[src/design/ssl_regs.vh]
// Constants for the serial shift latch driver.
// What this block does
// - Eight shift stages feed an eight-bit storage register, one output per bit.
// - Each shift clock rising edge moves the stages up one and loads serial_in.
// - Each latch clock rising edge copies all shift stages into storage at once.
// - cascade_out shows the last shift stage and changes only on shift edges and clears.
// - A low clear_n clears shift and storage registers at once, with no shift or latch clock.
// - With both clocks tied, storage holds the shift state of one pulse before.
// - With output enable low, each drain is driven from its storage bit.
// - With output enable high, all eight drains are off and float.
// - The output enable never changes the shift or storage contents.
// - Each drain is open-drain: a one sinks current, a zero leaves it off.
`ifndef SSL_REGS_VH
`define SSL_REGS_VH
`define SSL_WIDTH       8
`define SSL_BUF_DEPTH   2
`define SSL_SYNC_STAGES 2
`endif

[src/design/ssl_sync.v]
// Two flip-flop synchroniser with rising edge detection.
`timescale 1ns/1ps
module ssl_sync
(
   input  wire clk_sys_in,
   input  wire reset_n_in,
   input  wire async_in,
   output reg  level_out,
   output wire rise_out
);
   reg meta;
   reg prev;

   always @(posedge clk_sys_in or negedge reset_n_in)
   begin
      if (!reset_n_in)
      begin
         meta      <= 1'b0;
         level_out <= 1'b0;
         prev      <= 1'b0;
      end
      else
      begin
         meta      <= async_in;
         level_out <= meta;
         prev      <= level_out;
      end
   end

   assign rise_out = level_out & ~prev;
endmodule

[src/design/ssl_buf.v]
// Two-entry valid/ready buffer for the latched words.
`timescale 1ns/1ps
module ssl_buf
#(
   parameter WIDTH = 8,
   parameter DEPTH = 2
)
(
   input  wire             clk_sys_in,
   input  wire             reset_n_in,
   input  wire             flush_in,
   input  wire [WIDTH-1:0] in_data_in,
   input  wire             in_valid_in,
   output wire             in_ready_out,
   output wire [WIDTH-1:0] out_data_out,
   output wire             out_valid_out,
   input  wire             out_ready_in
);
   reg [WIDTH-1:0] mem [0:DEPTH-1];
   reg [1:0]       count;
   reg             rd_ptr;
   reg             wr_ptr;
   wire            do_wr;
   wire            do_rd;

   assign in_ready_out  = (count != DEPTH);
   assign out_valid_out = (count != 2'h0);
   assign out_data_out  = mem[rd_ptr];
   assign do_wr = in_valid_in & in_ready_out;
   assign do_rd = out_valid_out & out_ready_in;

   always @(posedge clk_sys_in)
   begin
      if (do_wr)
         mem[wr_ptr] <= in_data_in;
   end

   always @(posedge clk_sys_in or negedge reset_n_in)
   begin
      if (!reset_n_in)
      begin
         count  <= 2'h0;
         rd_ptr <= 1'b0;
         wr_ptr <= 1'b0;
      end
      else if (flush_in)
      begin
         count  <= 2'h0;
         rd_ptr <= 1'b0;
         wr_ptr <= 1'b0;
      end
      else
      begin
         if (do_wr)
            wr_ptr <= ~wr_ptr;
         if (do_rd)
            rd_ptr <= ~rd_ptr;
         if (do_wr && !do_rd)
            count <= count + 2'h1;
         else if (do_rd && !do_wr)
            count <= count - 2'h1;
      end
   end
endmodule

[src/design/ssl_top.v]
// Serial shift register with storage latch and open-drain outputs.
`timescale 1ns/1ps
`include "ssl_regs.vh"
module ssl_top
#(
   parameter WIDTH = `SSL_WIDTH
)
(
   input  wire             clk_sys_in,
   input  wire             reset_n_in,
   input  wire             serial_in,
   input  wire             shift_clk_in,
   input  wire             latch_clk_in,
   input  wire             clear_n_in,
   input  wire             out_enable_n_in,
   output reg              cascade_out,
   output reg  [WIDTH-1:0] drain_in_out,
   output reg  [WIDTH-1:0] drain_oe_out,
   output reg  [WIDTH-1:0] word_data_out,
   output reg              word_valid_out,
   input  wire             word_ready_in
);
   reg  [WIDTH-1:0] shift_reg;
   reg  [WIDTH-1:0] store_reg;
   reg              data_m;
   reg              data_s;
   reg              oe_m;
   reg              oe_s;
   reg              clr_m;
   reg              clr_s;
   wire             shift_rise;
   wire             latch_rise;
   wire             buf_in_ready;
   wire [WIDTH-1:0] buf_data;
   wire             buf_valid;
   wire             buf_pop;
   wire             clear_now;

   ssl_sync u_shift_sync
   (
      .clk_sys_in (clk_sys_in),
      .reset_n_in (reset_n_in),
      .async_in   (shift_clk_in),
      .level_out  (),
      .rise_out   (shift_rise)
   );

   ssl_sync u_latch_sync
   (
      .clk_sys_in (clk_sys_in),
      .reset_n_in (reset_n_in),
      .async_in   (latch_clk_in),
      .level_out  (),
      .rise_out   (latch_rise)
   );

   // Data and controls pass two flip-flops, matching the clock path delay.
   always @(posedge clk_sys_in or negedge reset_n_in)
   begin
      if (!reset_n_in)
      begin
         data_m <= 1'b0;
         data_s <= 1'b0;
         oe_m   <= 1'b1;
         oe_s   <= 1'b1;
         clr_m  <= 1'b0;
         clr_s  <= 1'b0;
      end
      else
      begin
         data_m <= serial_in;
         data_s <= data_m;
         oe_m   <= out_enable_n_in;
         oe_s   <= oe_m;
         clr_m  <= clear_n_in;
         clr_s  <= clr_m;
      end
   end

   // Clear acts on the sampled level alone, with no shift or latch edge.
   assign clear_now = ~clr_s;

   // Shift and storage registers; the enable takes no part here.
   always @(posedge clk_sys_in or negedge reset_n_in)
   begin
      if (!reset_n_in)
      begin
         shift_reg <= {WIDTH{1'b0}};
         store_reg <= {WIDTH{1'b0}};
      end
      else if (clear_now)
      begin
         shift_reg <= {WIDTH{1'b0}};
         store_reg <= {WIDTH{1'b0}};
      end
      else
      begin
         if (shift_rise)
            shift_reg <= {shift_reg[WIDTH-2:0], data_s};
         // Old shift value is copied, so tied clocks lag one pulse.
         if (latch_rise)
            store_reg <= shift_reg;
      end
   end

   // Cascade output follows the last stage, so it moves only on shifts and clears.
   always @(posedge clk_sys_in or negedge reset_n_in)
   begin
      if (!reset_n_in)
         cascade_out <= 1'b0;
      else
         cascade_out <= shift_reg[WIDTH-1];
   end

   // Open-drain drive: pull low where a one is stored and outputs are on.
   always @(posedge clk_sys_in or negedge reset_n_in)
   begin
      if (!reset_n_in)
      begin
         drain_in_out <= {WIDTH{1'b0}};
         drain_oe_out <= {WIDTH{1'b0}};
      end
      else
      begin
         drain_in_out <= {WIDTH{1'b0}};
         if (oe_s)
            drain_oe_out <= {WIDTH{1'b0}};
         else
            drain_oe_out <= store_reg;
      end
   end

   // Each latched word is queued for a monitoring consumer while the buffer has room.
   ssl_buf
   #(
      .WIDTH (WIDTH),
      .DEPTH (`SSL_BUF_DEPTH)
   )
   u_buf
   (
      .clk_sys_in    (clk_sys_in),
      .reset_n_in    (reset_n_in),
      .flush_in      (clear_now),
      .in_data_in    (shift_reg),
      .in_valid_in   (latch_rise & ~clear_now),
      .in_ready_out  (buf_in_ready),
      .out_data_out  (buf_data),
      .out_valid_out (buf_valid),
      .out_ready_in  (buf_pop)
   );

   // Output register stage; takes a word when empty or being taken.
   assign buf_pop = buf_valid & (~word_valid_out | word_ready_in);

   always @(posedge clk_sys_in or negedge reset_n_in)
   begin
      if (!reset_n_in)
      begin
         word_valid_out <= 1'b0;
         word_data_out  <= {WIDTH{1'b0}};
      end
      else if (clear_now)
         word_valid_out <= 1'b0;
      else if (buf_pop)
      begin
         word_valid_out <= 1'b1;
         word_data_out  <= buf_data;
      end
      else if (word_ready_in)
         word_valid_out <= 1'b0;
   end

   // A full buffer drops a latch word only for the monitor, never storage.
   wire unused_ready = buf_in_ready;
endmodule

[config.mk]
export PLATFORM = sky130hd
export DESIGN_NAME = ssl_top
export DESIGN_NICKNAME = d
export VERILOG_FILES = /design/src/design/ssl_sync.v /design/src/design/ssl_buf.v /design/src/design/ssl_top.v
export VERILOG_INCLUDE_DIRS = /design/src /design/src/design
export SDC_FILE = /design/constraint.sdc
export NUM_CORES = 1
export LEC_CHECK = 0
export ABC_AREA = 0
export BUFFER_PORTS_ARGS = -buffer_cell sky130_fd_sc_hd__buf_2
export CAP_MARGIN = 20
export CORE_MARGIN = 2
export CORE_UTILIZATION = 35
export CTS_BUF_LIST = sky130_fd_sc_hd__clkbuf_8
export CTS_CLUSTER_SIZE = 25
export DETAILED_ROUTE_END_ITERATION = 12
export PLACE_DENSITY = 0.59
export SYNTH_ARGS = -nofsm -noshare
export SYNTH_HDL_FRONTEND = slang
export SYNTH_SLANG_ARGS = --single-unit
[constraint.sdc]
create_clock -name clk_sys_in -period 4.7 [get_ports clk_sys_in]
set_clock_uncertainty 0.1 [all_clocks]
set_input_delay 0.94 -clock clk_sys_in [delete_from_list [all_inputs] [get_ports clk_sys_in]]
set_output_delay 0.94 -clock clk_sys_in [all_outputs]
set_load 0.005 [all_outputs]
==> metrics.md <==
| Metric | Value |
|---|---|
| Status | complete, no violations |
| Max Clk Rate | 469 MHz |
| # resized after CTS | 0 |
| Unique masters post-synth | 26 |
| Worst Max-Slew Pin Slew | between 700 and 800 ps |
| Share of cells above drive strength 1 | just under 30% |
| Synth-to-layout area growth | 17.7% |
| Most frequent cells in the layout | dfrtp_1, nand2_1, buf_2 |
| Sw frac | slightly above 20% |
| Die Height | just under 90 um |
| Clock power frac | between 40 and 50% |
| Adder-cell share of the synthesized area | 0% |
| RSZ-0062 raised after global routing | no |
| Routed wire length per instance | approximately 12 um |
| Nets | about 220 |
| Power Internal | about 1000 uW |
| Commonest non-fill, non-tap cell in the layout | dfrtp_1 |
| Diode count | 0 |
| Total grt overflow | 0 |
| CP Capture Type | flip-flop |
| CTS buffer count | 9 |
| CP Launch Type | flip-flop |
| Compound-cell area share of the yosys netlist | under 10% |
| CTS Sinks | 66 |
| Net Sw Power | ~260 uW |
| Pwr Density | 435 mW/mm^2 |
| Gate power share | roughly 6% |
| Max IR drop VDD | 0.000228 V |
| Register area share after synthesis | 70.3% |
| Clk root buf | clkbuf_8 |
| Syn. warnings | 0 |
| TritonCTS clock tree | done |
| Vias in the first global route | ~1300 |
| DR pass1 iterations | 4 |
| Final setup fails | 0 |
| Core Area | 0.00679 mm^2 |
| Max-slew violations | 0 |
| Tmin final | 2130 ps |
| First-pass GRT wire length | 6380 um |
| Largest net degree at the start of global routing | just over 50 |
| Syn Std Cell Area | approximately 0.0025 mm^2 |
| Power, Total | 1260 uW |
| Postcts setup bufs | 0 |
| GRT Total Usage | a little under an eighth |
| I/O pin count | 34 |
| Antenna violations before repair | 0 |
| DRT Wirelength | between 3000 and 4000 um |
| Crit path kind | flip-flop to flip-flop |
| Hold buffers post-CTS | 0 |
| Max reg flops | 16 |
| CP max FO | 14 |
| Syn Area/Cell | ~13 um^2 |
| Final period util | 45.4% |
| # port buffers | 25 |
| Cell Count, Final, Fillers Out | 314 |
| Clock Tree Buf Depth | 2 |
| Mux contribution to synthesized area | under 10% |
| H-tree depth | 3 |
| # rows | 30 |
| Pleak | between 0.001 and 0.0015 uW |
| Routability cong. | just under 0.8 |
| DR iter-0 viols | 63 |
| Total Neg Setup Slack | 0 ps |
| Synth Area in XOR/XNOR | 0% |
| Die X | between 80 and 90 um |
| Mapped Cells | 183 |
| Max-slew headroom | 50.8% |
| Share of the synthesized area in the top cell type | between 40% and 50% |
| Sequential share of power | around half |
| DP Worst Slack | 2400 ps |
| Setup ws final | 2570 ps |
| Post-DP HPWL | around 2400 um |
| Simple-Gate Fraction of Synth Area | a little under an eighth |
| FF+latch count, synth | 66 |
| Largest family of logic cells by synthesized area | simple AND/OR/NAND/NOR gates |
| Synth top area cells | dfrtp_1, edfxtp_1, nand2_1, mux2_4, a21oi_1 |
| Fin. Hold Viols | 0 |
| Biggest register | u_buf.mem |
| Critical path arrival | 2090 ps |
| Die area | around 0.0077 mm^2 |
| Data required, critical path | 4660 ps |
| Post-DRT Antenna Nets | 0 |
| Clock slew at the register clock pins of the worst setup and hold paths | ~70 ps |
| Dominant cell type by area after synthesis | dfrtp_1 |
| Drt via density | roughly 4.3 |
| Maxcap violations | 0 |
| Min-delay worst type | flip-flop to flip-flop |
| Vias | between 1000 and 1500 |
| Residual DRC count | 0 |
| Dpl cells | just under 300 |
| Worst-Skew Late Latency | 340 ps |
| Initial Utilization | 36.3% |
## power by group through the flow
stage | Clock (uW) | Sequential, uW | Combinational, uW
finish | 561 | 627 | 75.3
global route | 599 | 631 | 85.1
CTS | 579 | 627 | 77.3
detailed placement | 0 | 639 | 77.0
global placement | 0 | 638 | 75.7
floorplan | 0 | 636 | 48.5
## final timing paths
check | start | to | slack (ps) | depth (start not counted)
hold / removal | clr_m | clr_s | 250 | 0
setup / recovery | u_latch_sync.prev | u_buf.mem[0][4] | 2570 | 3
hold reg to reg | clr_m | clr_s | 250 | 0
max in group asynchronous | reset_n_in | clr_s | 3490 | 2
min in group asynchronous | reset_n_in | word_data_out[0] | 590 | 2
setup reg to reg | u_latch_sync.prev | u_buf.mem[0][4] | 2570 | 3
## critical path, stage by stage, from the launching register on
cell and delay (ps):
dfrtp_1 390, nand2b_1 380, nor4_1 720, buf_4 270
## routing by layer
layer / track usage, % / share of wire (%) / up-vias
li1: - / - / 661
met1: 13.7 / 43 / 656
met2: 17.3 / 49 / 39
met3: 5.37 / 6.8 / 5
met4: 4.62 / 0.73 / 0
met5: 0 / 0 / -
## synthesized netlist by cell type, drive strengths merged
cell type and instances:
dfrtp 48, nand2 33, a21oi 20, edfxtp 16, mux2 16, buf 11
nor2b 11, clkbuf 5, o21ai 4, or3 3, dfstp 2, inv 2
nand2b 2, nor4 2, a31oi 1, and2b 1, conb 1, nand3 1
nor2 1, nor4bb 1, o211ai 1, or2b 1
## kinds of logic after synthesis
| kind of cell | after synthesis |
|---|---|
| flip-flops | 66 |
| AND/OR/NAND/NOR | 56 |
| AO/OA/AOI/OAI | 26 |
| buffers and inverters | 18 |
| multiplexers | 16 |
| other | 1 |
## area by class of cell
| cell class | count | area, um^2 |
|---|---|---|
| fill | 648 | 3890 |
| sequential | 66 | 1730 |
| multi-input combinational | 106 | 654 |
| timing repair buffer | 28 | 148 |
| clock buffer | 9 | 124 |
| tap | 96 | 120 |
| clock inverter | 7 | 118 |
| inverter | 2 | 7.51 |
## through the flow
| stage | utilization, % | cell area (um^2) | hold slack (ps) |
|---|---|---|---|
| after floorplan | - | 2490 | 231 |
| after global placement | 39.2 | 2660 | 232 |
| after detailed placement | 39.2 | 2660 | 235 |
| after CTS | 42.8 | 2910 | 252 |
| after global routing | 42.8 | 2910 | 257 |
| final | 42.8 | 2910 | 248 |
Note: power is estimated with default switching activity, not from simulation.
